$ cat config.mk
export PLATFORM = sky130hd
export DESIGN_NAME = display_scan_controller_flat
export DESIGN_NICKNAME = d
export VERILOG_FILES = /design/src/pkg/led_display_pkg.sv /design/src/pkg/display_link_if.sv /design/src/display_scan_controller.sv /design/src/flat_wrapper.sv
export VERILOG_INCLUDE_DIRS = /design/src /design/src/pkg
export SDC_FILE = /design/constraint.sdc
export NUM_CORES = 1
export LEC_CHECK = 0
export ABC_AREA = 1
export BUFFER_PORTS_ARGS = -buffer_cell sky130_fd_sc_hd__buf_2
export CAP_MARGIN = 5
export CELL_PAD_IN_SITES_DETAIL_PLACEMENT = 0
export CELL_PAD_IN_SITES_GLOBAL_PLACEMENT = 1
export CORE_MARGIN = 2
export CORE_UTILIZATION = 50
export CTS_BUF_LIST = sky130_fd_sc_hd__clkbuf_8
export CTS_CLUSTER_SIZE = 28
export DETAILED_ROUTE_END_ITERATION = 12
export GPL_ROUTABILITY_DRIVEN = 0
export PLACE_DENSITY_LB_ADDON = 0.12
export SYNTH_ARGS = -nofsm -noshare
export SYNTH_HDL_FRONTEND = slang
export SYNTH_SLANG_ARGS = --single-unit
$ cat constraint.sdc
create_clock -name clk_in -period 4.4 [get_ports clk_in]
set_input_delay 0 -clock clk_in [delete_from_list [all_inputs] [get_ports clk_in]]
set_output_delay 0 -clock clk_in [all_outputs]
set_load 0.05 [all_outputs]
$ cat src/pkg/led_display_consts.svh
`ifndef LED_DISPLAY_CONSTS_SVH
`define LED_DISPLAY_CONSTS_SVH

// ----------------------------------------------------------------------
// Display geometry
// ----------------------------------------------------------------------
`define NUMERIC_DIGITS 31
`define SEGMENT_COUNT 8
`define SHIFTER_A_POSITIONS 15
`define SHIFTER_B_POSITIONS 15
`define SHIFTER_C_POSITIONS 5
`define SHIFTER_A_USED 13
`define SHIFTER_B_USED 13
`define SHIFTER_C_USED 5

// ----------------------------------------------------------------------
// Port line layout and control latch bits
// ----------------------------------------------------------------------
`define PORT_ADDR_MSB 2
`define PORT_DATA_BIT 3
`define CTL_START_A_BIT 4
`define CTL_START_B_BIT 5
`define CTL_START_C_BIT 7
`define CTL_COL1_BIT 2
`define CTL_COL2_BIT 1
`define CTL_COL3_BIT 0
`define CTL_COL4_BIT 3
`define CTL_COL5_BIT 6

// ----------------------------------------------------------------------
// Reset values
// ----------------------------------------------------------------------
`define SEGMENT_RESET 8'h00
`define CONTROL_RESET 8'h4f

// ----------------------------------------------------------------------
// Timing
// ----------------------------------------------------------------------
`define CLK_PERIOD_NS 10
`define CLK_HZ 100000000
`define LATCH_STROBE_PERIOD_NS 1360
`define SHIFT_PULSE_NS 3000
`define CLEAR_PULSE_US 20
`define SCAN_RATE_HZ 80
`define LATCH_STROBE_CYCLES ((`LATCH_STROBE_PERIOD_NS + `CLK_PERIOD_NS - 1) / `CLK_PERIOD_NS)
`define SHIFT_PULSE_CYCLES ((`SHIFT_PULSE_NS + `CLK_PERIOD_NS - 1) / `CLK_PERIOD_NS)
`define CLEAR_PULSE_CYCLES ((`CLEAR_PULSE_US * 1000 + `CLK_PERIOD_NS - 1) / `CLK_PERIOD_NS)
`define START_HOLD_CYCLES (9 * `LATCH_STROBE_CYCLES)
`define DIGIT_DWELL_CYCLES (`CLK_HZ / (`SCAN_RATE_HZ * `NUMERIC_DIGITS))

`endif

$ cat src/pkg/led_display_pkg.sv
package led_display_pkg;

	typedef logic [7:0] segment_type;
	typedef logic [7:0] control_type;
	typedef logic [4:0] digit_index_type;
	typedef logic [4:0] column_type;
	typedef logic [2:0] start_type;
	typedef logic [30:0] digit_select_type;

	typedef enum logic [2:0]
	{
		scan_start_on,
		scan_start_off,
		scan_shift,
		scan_dwell,
		scan_blank
	} scan_state_type;

endpackage : led_display_pkg

$ cat src/pkg/display_link_if.sv
`timescale 1ns/1ps
`default_nettype none

interface display_link_if;
	logic latch_update_strobe;
	logic [3:0] segment_port_lines;
	logic [3:0] control_port_lines;
	logic segment_clear_n;
	logic shift_clock_drive_n;

	modport processor_end
	(
		output latch_update_strobe,
		output segment_port_lines,
		output control_port_lines,
		output segment_clear_n,
		output shift_clock_drive_n
	);

	modport driver_end
	(
		input latch_update_strobe,
		input segment_port_lines,
		input control_port_lines,
		input segment_clear_n,
		input shift_clock_drive_n
	);
endinterface : display_link_if

`default_nettype wire

$ cat src/display_scan_controller.sv
`timescale 1ns/1ps
`default_nettype none
`include "led_display_consts.svh"

module display_scan_controller
#(
	parameter int unsigned DWELL_CYCLES = `DIGIT_DWELL_CYCLES
)
(
	input wire logic clk_in,
	input wire logic reset_n_in,
	display_link_if.processor_end link,
	input wire logic pattern_write_in,
	input wire led_display_pkg::digit_index_type pattern_digit_in,
	input wire led_display_pkg::segment_type pattern_value_in,
	input wire led_display_pkg::column_type alpha_column_on_in,
	output var led_display_pkg::digit_index_type scan_digit_out
);
	import led_display_pkg::*;

	// ------------------------------------------------------------------
	// Constants
	// ------------------------------------------------------------------
	localparam int POSITIONS [3] = '{`SHIFTER_A_POSITIONS,
		`SHIFTER_B_POSITIONS, `SHIFTER_C_POSITIONS};
	localparam int USED [3] = '{`SHIFTER_A_USED, `SHIFTER_B_USED,
		`SHIFTER_C_USED};
	localparam int BASE [3] = '{0, `SHIFTER_A_USED,
		`SHIFTER_A_USED + `SHIFTER_B_USED};
	localparam int START_BIT [3] = '{`CTL_START_A_BIT, `CTL_START_B_BIT,
		`CTL_START_C_BIT};
	localparam logic [31:0] STROBE_LAST = 32'(`LATCH_STROBE_CYCLES - 1);
	localparam logic [31:0] PULSE = 32'(`SHIFT_PULSE_CYCLES);

	segment_type pattern_r [`NUMERIC_DIGITS];
	scan_state_type state_r;
	logic [31:0] timer_r;
	logic [31:0] strobe_cnt_r;
	logic [2:0] write_idx_r;
	logic [1:0] shifter_r;
	logic [4:0] pos_r;
	logic [4:0] next_pos;
	logic [4:0] cur_digit;
	logic strobe_r;
	logic [3:0] seg_lines_r;
	logic [3:0] ctl_lines_r;
	logic clear_n_r;
	logic drive_n_r;
	control_type ctl_image;
	segment_type seg_target;

	assign next_pos = pos_r + 5'h01;
	// The digit number is formed here, not taken from the registered output,
	// so port lines loaded in the first cycle of a dwell already carry the new digit.
	assign cur_digit = 5'(BASE[shifter_r]) + pos_r;
	assign link.latch_update_strobe = strobe_r;
	assign link.segment_port_lines = seg_lines_r;
	assign link.control_port_lines = ctl_lines_r;
	assign link.segment_clear_n = clear_n_r;
	assign link.shift_clock_drive_n = drive_n_r;

	// ------------------------------------------------------------------
	// Character memory and latch images
	// ------------------------------------------------------------------
	always_ff @(posedge clk_in)
	begin
		if (pattern_write_in && pattern_digit_in < 5'(`NUMERIC_DIGITS))
			pattern_r[pattern_digit_in] <= pattern_value_in;
	end

	always_comb
	begin
		ctl_image = 8'h00;
		// A column is energized by writing its bit low.
		ctl_image[`CTL_COL1_BIT] = ~alpha_column_on_in[0];
		ctl_image[`CTL_COL2_BIT] = ~alpha_column_on_in[1];
		ctl_image[`CTL_COL3_BIT] = ~alpha_column_on_in[2];
		ctl_image[`CTL_COL4_BIT] = ~alpha_column_on_in[3];
		ctl_image[`CTL_COL5_BIT] = ~alpha_column_on_in[4];
		if (state_r == scan_start_on)
			ctl_image[START_BIT[shifter_r]] = 1'b1;
		// Segments stay dark outside the dwell of a used digit.
		seg_target = (state_r == scan_dwell) ? pattern_r[cur_digit] :
			8'h00;
	end

	// ------------------------------------------------------------------
	// Latch strobe divider and port lines
	// ------------------------------------------------------------------
	always_ff @(posedge clk_in or negedge reset_n_in)
	begin
		if (!reset_n_in)
		begin
			strobe_cnt_r <= 32'h0;
			strobe_r <= 1'b0;
			write_idx_r <= 3'h0;
			seg_lines_r <= 4'h0;
			ctl_lines_r <= 4'h0;
		end
		else
		begin
			strobe_cnt_r <= (strobe_cnt_r == STROBE_LAST) ? 32'h0 :
				strobe_cnt_r + 32'h1;
			strobe_r <= (strobe_cnt_r == 32'h1);
			if (strobe_cnt_r == 32'h0)
			begin
				seg_lines_r <= {seg_target[write_idx_r], write_idx_r};
				ctl_lines_r <= {ctl_image[write_idx_r], write_idx_r};
			end
			if (strobe_cnt_r == 32'h1)
				write_idx_r <= write_idx_r + 3'h1;
		end
	end

	// ------------------------------------------------------------------
	// Scan sequencer
	// ------------------------------------------------------------------
	always_ff @(posedge clk_in or negedge reset_n_in)
	begin
		if (!reset_n_in)
		begin
			state_r <= scan_start_on;
			timer_r <= 32'(`START_HOLD_CYCLES - 1);
			shifter_r <= 2'h0;
			pos_r <= 5'h1f;
		end
		else if (timer_r != 32'h0)
			timer_r <= timer_r - 32'h1;
		else
		begin
			case (state_r)
				scan_start_on:
				begin
					state_r <= scan_start_off;
					timer_r <= 32'(`START_HOLD_CYCLES - 1);
				end
				scan_start_off:
				begin
					pos_r <= 5'h1f;
					state_r <= scan_shift;
					timer_r <= 32'(2 * `SHIFT_PULSE_CYCLES - 1);
				end
				scan_shift:
				begin
					pos_r <= next_pos;
					if (next_pos == 5'(POSITIONS[shifter_r]))
					begin
						// After the last shifter the scan restarts at digit 0.
						shifter_r <= (shifter_r == 2'h2) ? 2'h0 :
							shifter_r + 2'h1;
						state_r <= scan_start_on;
						timer_r <= 32'(`START_HOLD_CYCLES - 1);
					end
					else if (next_pos < 5'(USED[shifter_r]))
					begin
						state_r <= scan_dwell;
						timer_r <= 32'(DWELL_CYCLES - 1);
					end
					else
						timer_r <= 32'(2 * `SHIFT_PULSE_CYCLES - 1);
				end
				scan_dwell:
				begin
					state_r <= scan_blank;
					timer_r <= 32'(`CLEAR_PULSE_CYCLES - 1);
				end
				scan_blank:
				begin
					state_r <= scan_shift;
					timer_r <= 32'(2 * `SHIFT_PULSE_CYCLES - 1);
				end
				default:
				begin
					state_r <= scan_start_on;
					timer_r <= 32'h0;
				end
			endcase
		end
	end

	// ------------------------------------------------------------------
	// Clear pulse, shift clock and digit number
	// ------------------------------------------------------------------
	always_ff @(posedge clk_in or negedge reset_n_in)
	begin
		if (!reset_n_in)
		begin
			clear_n_r <= 1'b1;
			// The drive idles released, so the shift clock idles low.
			drive_n_r <= 1'b1;
			scan_digit_out <= 5'h00;
		end
		else
		begin
			clear_n_r <= (state_r != scan_blank);
			// Pulling the drive low for the first half and then releasing it
			// makes one shift edge.
			drive_n_r <= !(state_r == scan_shift && timer_r >= PULSE);
			scan_digit_out <= cur_digit;
		end
	end

endmodule : display_scan_controller

`default_nettype wire

$ cat src/flat_wrapper.sv
// flat-port wrapper written by rule: the top's interface ports become plain ports
module display_scan_controller_flat import led_display_pkg::*;
#(
	parameter int unsigned DWELL_CYCLES = `DIGIT_DWELL_CYCLES
)
  (clk_in, reset_n_in, pattern_write_in, pattern_digit_in, pattern_value_in, alpha_column_on_in, scan_digit_out, link_latch_update_strobe, link_segment_port_lines, link_control_port_lines, link_segment_clear_n, link_shift_clock_drive_n);
  display_link_if link_i ();
  input wire logic clk_in;
  input wire logic reset_n_in;
  input wire logic pattern_write_in;
  input wire led_display_pkg::digit_index_type pattern_digit_in;
  input wire led_display_pkg::segment_type pattern_value_in;
  input wire led_display_pkg::column_type alpha_column_on_in;
  output var led_display_pkg::digit_index_type scan_digit_out;
  output wire logic [$bits(link_i.latch_update_strobe)-1:0] link_latch_update_strobe;
  output wire logic [$bits(link_i.segment_port_lines)-1:0] link_segment_port_lines;
  output wire logic [$bits(link_i.control_port_lines)-1:0] link_control_port_lines;
  output wire logic [$bits(link_i.segment_clear_n)-1:0] link_segment_clear_n;
  output wire logic [$bits(link_i.shift_clock_drive_n)-1:0] link_shift_clock_drive_n;
  assign link_latch_update_strobe = link_i.latch_update_strobe;
  assign link_segment_port_lines = link_i.segment_port_lines;
  assign link_control_port_lines = link_i.control_port_lines;
  assign link_segment_clear_n = link_i.segment_clear_n;
  assign link_shift_clock_drive_n = link_i.shift_clock_drive_n;
  display_scan_controller #(.DWELL_CYCLES(DWELL_CYCLES)) u_core (.clk_in(clk_in), .reset_n_in(reset_n_in), .link(link_i), .pattern_write_in(pattern_write_in), .pattern_digit_in(pattern_digit_in), .pattern_value_in(pattern_value_in), .alpha_column_on_in(alpha_column_on_in), .scan_digit_out(scan_digit_out));
endmodule
==> flow_metrics.tcl, run 1 <==
set metrics [dict create \
    setup_tns_ns 0 \
    whs_ns 0.03898 \
    power_frac_seq 0.572 \
    leakagePower_nw 7.233 \
    grt_max_degree 126 \
    first_global_vias 11110 \
    cp_common_cell "nand3_1" \
    io_pins 37 \
    layout_common_cells "nand2_1, edfxtp_1, nand3_1, nor2_1, inv_1" \
    r2r_end "u_core.link.segment_port_lines[3]" \
    yosysTopAreaCell "edfxtp_1" \
    cts_sinks 338 \
    r2r_cells 16 \
    finalHoldViolations 0 \
    required_ns 4.88 \
    combPwrFrac 0.021 \
    slew_violations 0 \
    routed_wl_um 37940 \
    grt_usage 0.2394 \
    ys_seq_elements 338 \
    route.detailed.drc 0 \
    hold_buffers 13 \
    crit_fanout 61 \
    drv_cap 0 \
    via_count 11160 \
    ir_drop_mv 0.2558 \
    globalRouteOverflowTotal 0 \
    final_common_cell "nand2_1" \
    p_switching_w 0.001346 \
    max_slew_margin 0.3611 \
    initial_core_util 0.5096 \
    hpwl_um 23390 \
    p_per_area_nw_per_um2 350.7 \
    switching_share 0.2221 \
    cts_tree "built" \
    setup_violations 0 \
    grt_pass1_wl_um 61240 \
    pwr-share-clk 0.407 \
    layout-drive-gt1-share 0.1195 \
    cts_resized 0 \
    core_area_sq_um 30750 \
    status "finished clean" \
    crit_type "flop to flop" \
    dieArea_sq_um 32770 \
    fin_skew_ns 0.03254 \
    reg2reg_slack_ns 0.95 \
    min_period_ns 3.454 \
    syn_inst 1560 \
    synth_seq_area_share 0.6200 \
    synth.top_cell.area_share 0.4752 \
    port_buffers 36 \
    clk_pin_slew_ns 0.06 \
    rows 64 \
    cts_buffers 56 \
    crit_path_start_kind "flop" \
    timing.rr.start "u_core.shifter_r[1]" \
    post_cts_buffers 0 \
    cp.arrival_ns 3.93 \
    final_util 0.5619 \
    vias_per_cell 5.437 \
    antenna_found_initial 0 \
    ant_nets 0 \
    worstMarginPinSlew_ns 0.9584 \
    min_period_over_period 0.7850 \
    rsz0062_at_grt "false" \
    path_cells "inv_1, ha_1, ha_4, fa_2, buf_4, nand3_1, nand2_1, nand2_1, nand3_1, nand3_1, nand3_1, nand3_1, nand3_1, nand2_1, nand2_1, nand2_1" \
    max_stage_delay_ns 0.60 \
    clockBufferDepth 3 \
    ys.warnings.count 0 \
    cp-startpoint "u_core.shifter_r[1]" \
    cts_max_level 2 \
    wire_per_inst_um 18.48 \
    clk_latency_ns 0.62 \
    internal_power_w 0.004714 \
    fmax_mhz 289.5 \
    cp-end-kind "flop" \
    drtIter0Drc 917 \
    die_height_um 181.0 \
    synth_nets 1603 \
    n_antenna_cell 0 \
    slowest_stage "buf_4" \
    hp-class "input pin to async pin" \
    fp.dieW_um 181.0 \
    root_buffer "clkbuf_8" \
    syn_avg_cell_area_sq_um 10.04 \
    syn_to_final_growth_pct 10.27 \
    synth_cell_type_count 59 \
    finish.net_count 1663 \
    synth_area_sq_um 15670 \
    synth_area_leaders "edfxtp_1, dfrtp_1, nand2_1, nand3_1, nor2_1" \
    dr.pass1.iters 5 \
]
logic make-up (layout without fill, tap and decap cells):
| logic type | Yosys count | count (layout) | synth area share |
|---|---|---|---|
| mux | 2 | 2 | 0.001437 |
| buf+inv | 180 | 277 | 0.04799 |
| simple gates | 893 | 893 | 0.2577 |
| xor+xnor | 46 | 46 | 0.02571 |
| fa+ha+maj | 22 | 22 | 0.01805 |
| compound gates | 79 | 79 | 0.02907 |
| flops | 338 | 338 | 0.6200 |
per-layer routing:
metal / GRT usage / vias to the layer above / part of all wire
li1: - / 5392 / -
met1: 0.3403 / 5400 / 0.45
met2: 0.3826 / 301 / 0.47
met3: 0.03769 / 70 / 0.054
met4: 0.07187 / 0 / 0.024
met5: 0 / - / 0
sequential cells by signal, indices dropped and copies added (netlist names):
register,cells
u_core.pattern_r,248
u_core.strobe_cnt_r,32
u_core.timer_r,32
u_core.pos_r,5
u_core.scan_digit_out,5
u_core.link.control_port_lines,4
u_core.state_r,3
u_core.write_idx_r,3
u_core.shifter_r,2
u_core.link.latch_update_strobe,1
u_core.link.segment_clear_n,1
u_core.link.segment_port_lines,1
u_core.link.shift_clock_drive_n,1
synthesized netlist by cell type (all sizes together):
cell type	instances
a31o	1
xnor2	13
a41oi	1
nand3	218
buf	47
clkinv	4
and3	2
o21bai	1
nand3b	3
o2bb2ai	1
o21ai	38
or2	2
dfstp	13
o22ai	1
nand2	444
ha	21
dfrtp	77
clkbuf	8
nor4	17
fa	1
nand4	22
nor3b	1
inv	121
o211ai	5
o21a	2
xor2	33
o31ai	1
a31oi	3
a21oi	17
edfxtp	248
and3b	1
a221oi	1
a21boi	2
nor2	157
nor3	26
a21o	1
mux2	2
a22oi	4
layout make-up:
cell class	instances	area [sq um]
clock buffers	59	812.0
clock inverters	36	157.7
fillers	2786	13470
inverters	125	473.0
multi-input cells	1042	5218
flip-flops and latches	338	9716
well taps	396	495.5
repair buffers	57	407.9
how the worst max path moves through the flow:
| stage | end | slack, ns | cells past startpoint |
|---|---|---|---|
| after floorplan | u_core.link.segment_port_lines[3] | 1.68 | 19 |
| after global placement | u_core.link.segment_port_lines[3] | 1.07 | 16 |
| after detailed placement | u_core.link.segment_port_lines[3] | 1.02 | 16 |
| after CTS | u_core.link.segment_port_lines[3] | 0.99 | 16 |
| after global routing | u_core.link.segment_port_lines[3] | 0.71 | 16 |
| final | u_core.link.segment_port_lines[3] | 0.95 | 16 |
power groups by stage:
stage	Clock [W]	Sequential, W	Combinational (W)
floorplan	0	0.00353	0.0000290
detailed placement	0	0.00353	0.000119
global placement	0	0.00353	0.000117
CTS	0.00253	0.00346	0.000130
finish	0.00247	0.00347	0.000128
global route	0.00267	0.00347	0.000141
worst max-delay path, delay by kind of cell, from the launching register on:
kind / cells / cell delay (ns)
adder cells (fa/ha/maj): 3 / 0.98
AND/OR/NAND/NOR: 11 / 1.10
flip-flops: 1 / 0.48
buffers and inverters: 2 / 0.74
metrics by stage:
step                std cells  setup WS, ns  cell area (sq um)  power, W
floorplan                1560         1.675              15670  0.003558
global placement         1945         1.071              16170  0.003645
detailed placement       1945         1.024              16170  0.003647
CTS                      2053        0.9884              17280  0.006121
global route             2053        0.7149              17280  0.006273
finish                   2053        0.9459              17280  0.006060
Note: power is estimated with default switching activity, not from simulation.
==> run 2, diff against run 1 <==
--- a/config.mk
+++ b/config.mk
@@ -12,7 +12,7 @@
 export CELL_PAD_IN_SITES_DETAIL_PLACEMENT = 0
 export CELL_PAD_IN_SITES_GLOBAL_PLACEMENT = 1
 export CORE_MARGIN = 2
-export CORE_UTILIZATION = 50
+export CORE_UTILIZATION = 47
 export CTS_BUF_LIST = sky130_fd_sc_hd__clkbuf_8
 export CTS_CLUSTER_SIZE = 28
 export DETAILED_ROUTE_END_ITERATION = 12
==> constraint.sdc (replaced) <==
create_clock -name clk_in -period 3 [get_ports clk_in]
set_input_delay 0 -clock clk_in [delete_from_list [all_inputs] [get_ports clk_in]]
set_output_delay 0 -clock clk_in [all_outputs]
set_load 0.05 [all_outputs]
==> run 2 against run 1 <==
Against the previous run:
- clock-buffer cell count is 4 higher
- non-clock buffer count is 22 higher
- critical path type unchanged
- hold slack better by 0.029 ns
- core utilization is 1.6 points lower
==> flow_metrics.tcl, run 2 (synthesis gave the netlist of run 1 again) <==
set metrics [dict create \
    leakagePower_nw 7.469 \
    largest_reg_flops 248 \
    finish.net_count 1685 \
    dieArea_sq_um 34820 \
    status "finished clean" \
    setup_violations 0 \
    min_period_ns 2.861 \
    internal_power_w 0.007390 \
    clk_pin_slew_ns 0.06 \
    p_per_area_nw_per_um2 529.1 \
    ir_drop_mv 0.3198 \
    cts_tree "built" \
    crit_fanout 15 \
    top_register "u_core.pattern_r" \
    cp-end-kind "flop" \
    root_buffer "clkbuf_8" \
    first_global_vias 11110 \
    grt_usage 0.2303 \
    wire_per_inst_um 18.68 \
    via_count 11200 \
    power_frac_seq 0.538 \
    drv_cap 0 \
    clockBufferDepth 3 \
    antenna_found_initial 0 \
    setup_tns_ns 0 \
    hpwl_um 24750 \
    min_period_over_period 0.9535 \
    rows 66 \
    cts_sinks 338 \
    ant_nets 0 \
    layout_common_cells "nand2_1, edfxtp_1, nand3_1, nor2_1, inv_1" \
    reg_top3 "u_core.pattern_r: 248 flops, u_core.strobe_cnt_r: 32 flops, u_core.timer_r: 32 flops" \
    globalRouteOverflowTotal 0 \
    crit_path_start_kind "flop" \
    drtIter0Drc 845 \
    layout-drive-gt1-share 0.1391 \
    final_common_cell "nand2_1" \
    hp-class "input pin to flop" \
    clk_latency_ns 0.62 \
    fin_skew_ns 0.03011 \
    grt_pass1_wl_um 62870 \
    rsz0062_at_grt "false" \
    combPwrFrac 0.020 \
    pwr-share-clk 0.442 \
    route.detailed.drc 0 \
    fp.dieW_um 186.6 \
    setup_slack_ns 0.1394 \
    initial_core_util 0.4792 \
    finalHoldViolations 0 \
    cts_max_level 2 \
    switching_share 0.2174 \
    slew_violations 0 \
    core_area_sq_um 32700 \
    fmax_mhz 349.6 \
    crit_type "flop to flop" \
    n_antenna_cell 0 \
    grt_max_degree 82 \
    cp.arrival_ns 3.37 \
    port_buffers 36 \
    io_pins 37 \
    syn_to_final_growth_pct 13.89 \
    worstMarginPinSlew_ns 0.9478 \
    routed_wl_um 39810 \
    vias_per_cell 5.254 \
    cts_buffers 56 \
    place_ws_ns 0.06781 \
    required_ns 3.51 \
    p_switching_w 0.002053 \
    max_slew_margin 0.3658 \
    dr.pass1.iters 7 \
    die_height_um 186.6 \
]
run 2: per-layer routing:
metal	GRT usage	wire length [um]	vias to the layer above
li1	-	-	5432
met1	0.3255	18090	5390
met2	0.3655	18380	316
met3	0.04307	2545	58
met4	0.06532	793	0
met5	0	0	-
run 2: stage by stage:
step	std cells	instance area [sq um]	utilization	power (W)	hold WS [ns]
2_1_floorplan	1560	15670	-	0.005218	-0.2956
3_3_place_gp	2009	16440	0.5026	0.005350	0.03894
3_5_place_dp	2009	16440	0.5026	0.005354	0.03816
4_1_cts	2128	17740	0.5426	0.009539	0.04217
5_1_grt	2131	17850	0.5458	0.009773	0.07501
6_report	2131	17850	0.5458	0.009443	0.06753
run 2: path summary, 6_finish.rpt:
check | startpoint | endpoint | slack (ns) | cells after the start
min reg2reg | u_core.timer_r[31] | u_core.timer_r[31] | 0.47 | 1
min in group asynchronous | reset_n_in | u_core.link.segment_clear_n | 0.56 | 3
min | pattern_digit_in[4] | u_core.pattern_r[16][6] | 0.07 | 3
max | u_core.shifter_r[0] | u_core.link.segment_port_lines[3] | 0.14 | 16
max reg2reg | u_core.shifter_r[0] | u_core.link.segment_port_lines[3] | 0.14 | 16
max in group asynchronous | reset_n_in | u_core.timer_r[0] | 2.11 | 4
run 2: layout make-up:
type / instances / area (sq um)
well taps: 442 / 553.0
clock inverters: 42 / 289.0
fillers: 3028 / 14850
flip-flops and latches: 338 / 9716
repair buffers: 79 / 705.7
multi-input cells: 1042 / 5233
clock buffers: 63 / 867.1
inverters: 125 / 484.2
run 2: power by group through the flow:
stage / Clock (W) / Combinational [W] / Sequential [W]
4_1_cts: 0.00426 / 0.000196 / 0.00508
2_1_floorplan: 0 / 0.0000425 / 0.00518
3_3_place_gp: 0 / 0.000176 / 0.00517
6_report: 0.00417 / 0.000192 / 0.00508
3_5_place_dp: 0 / 0.000179 / 0.00517
5_1_grt: 0.00448 / 0.000213 / 0.00508
run 2: worst max-delay path, cell delays in order, from the launching register on:
cell and delay, ns:
dfrtp_1 0.42, ha_2 0.23, ha_4 0.17, fa_2 0.67
buf_12 0.14, clkbuf_16 0.19, nand3_1 0.11, nand2_1 0.07
nand2_1 0.07, nand3_1 0.09, nand3_1 0.16, nand3_1 0.12
nand3_1 0.08, nand3_1 0.09, nand2_1 0.06, nand2_1 0.05
nand2_1 0.05
run 2: timing repair:
| action | CTS | global route |
|---|---|---|
| hold buffers | 14 | 0 |
| resized for setup | 0 | 11 |
| hold endpoints to repair | 327 | 0 |
| setup buffers | 0 | 1 |
| setup endpoints to repair | 0 | 2 |
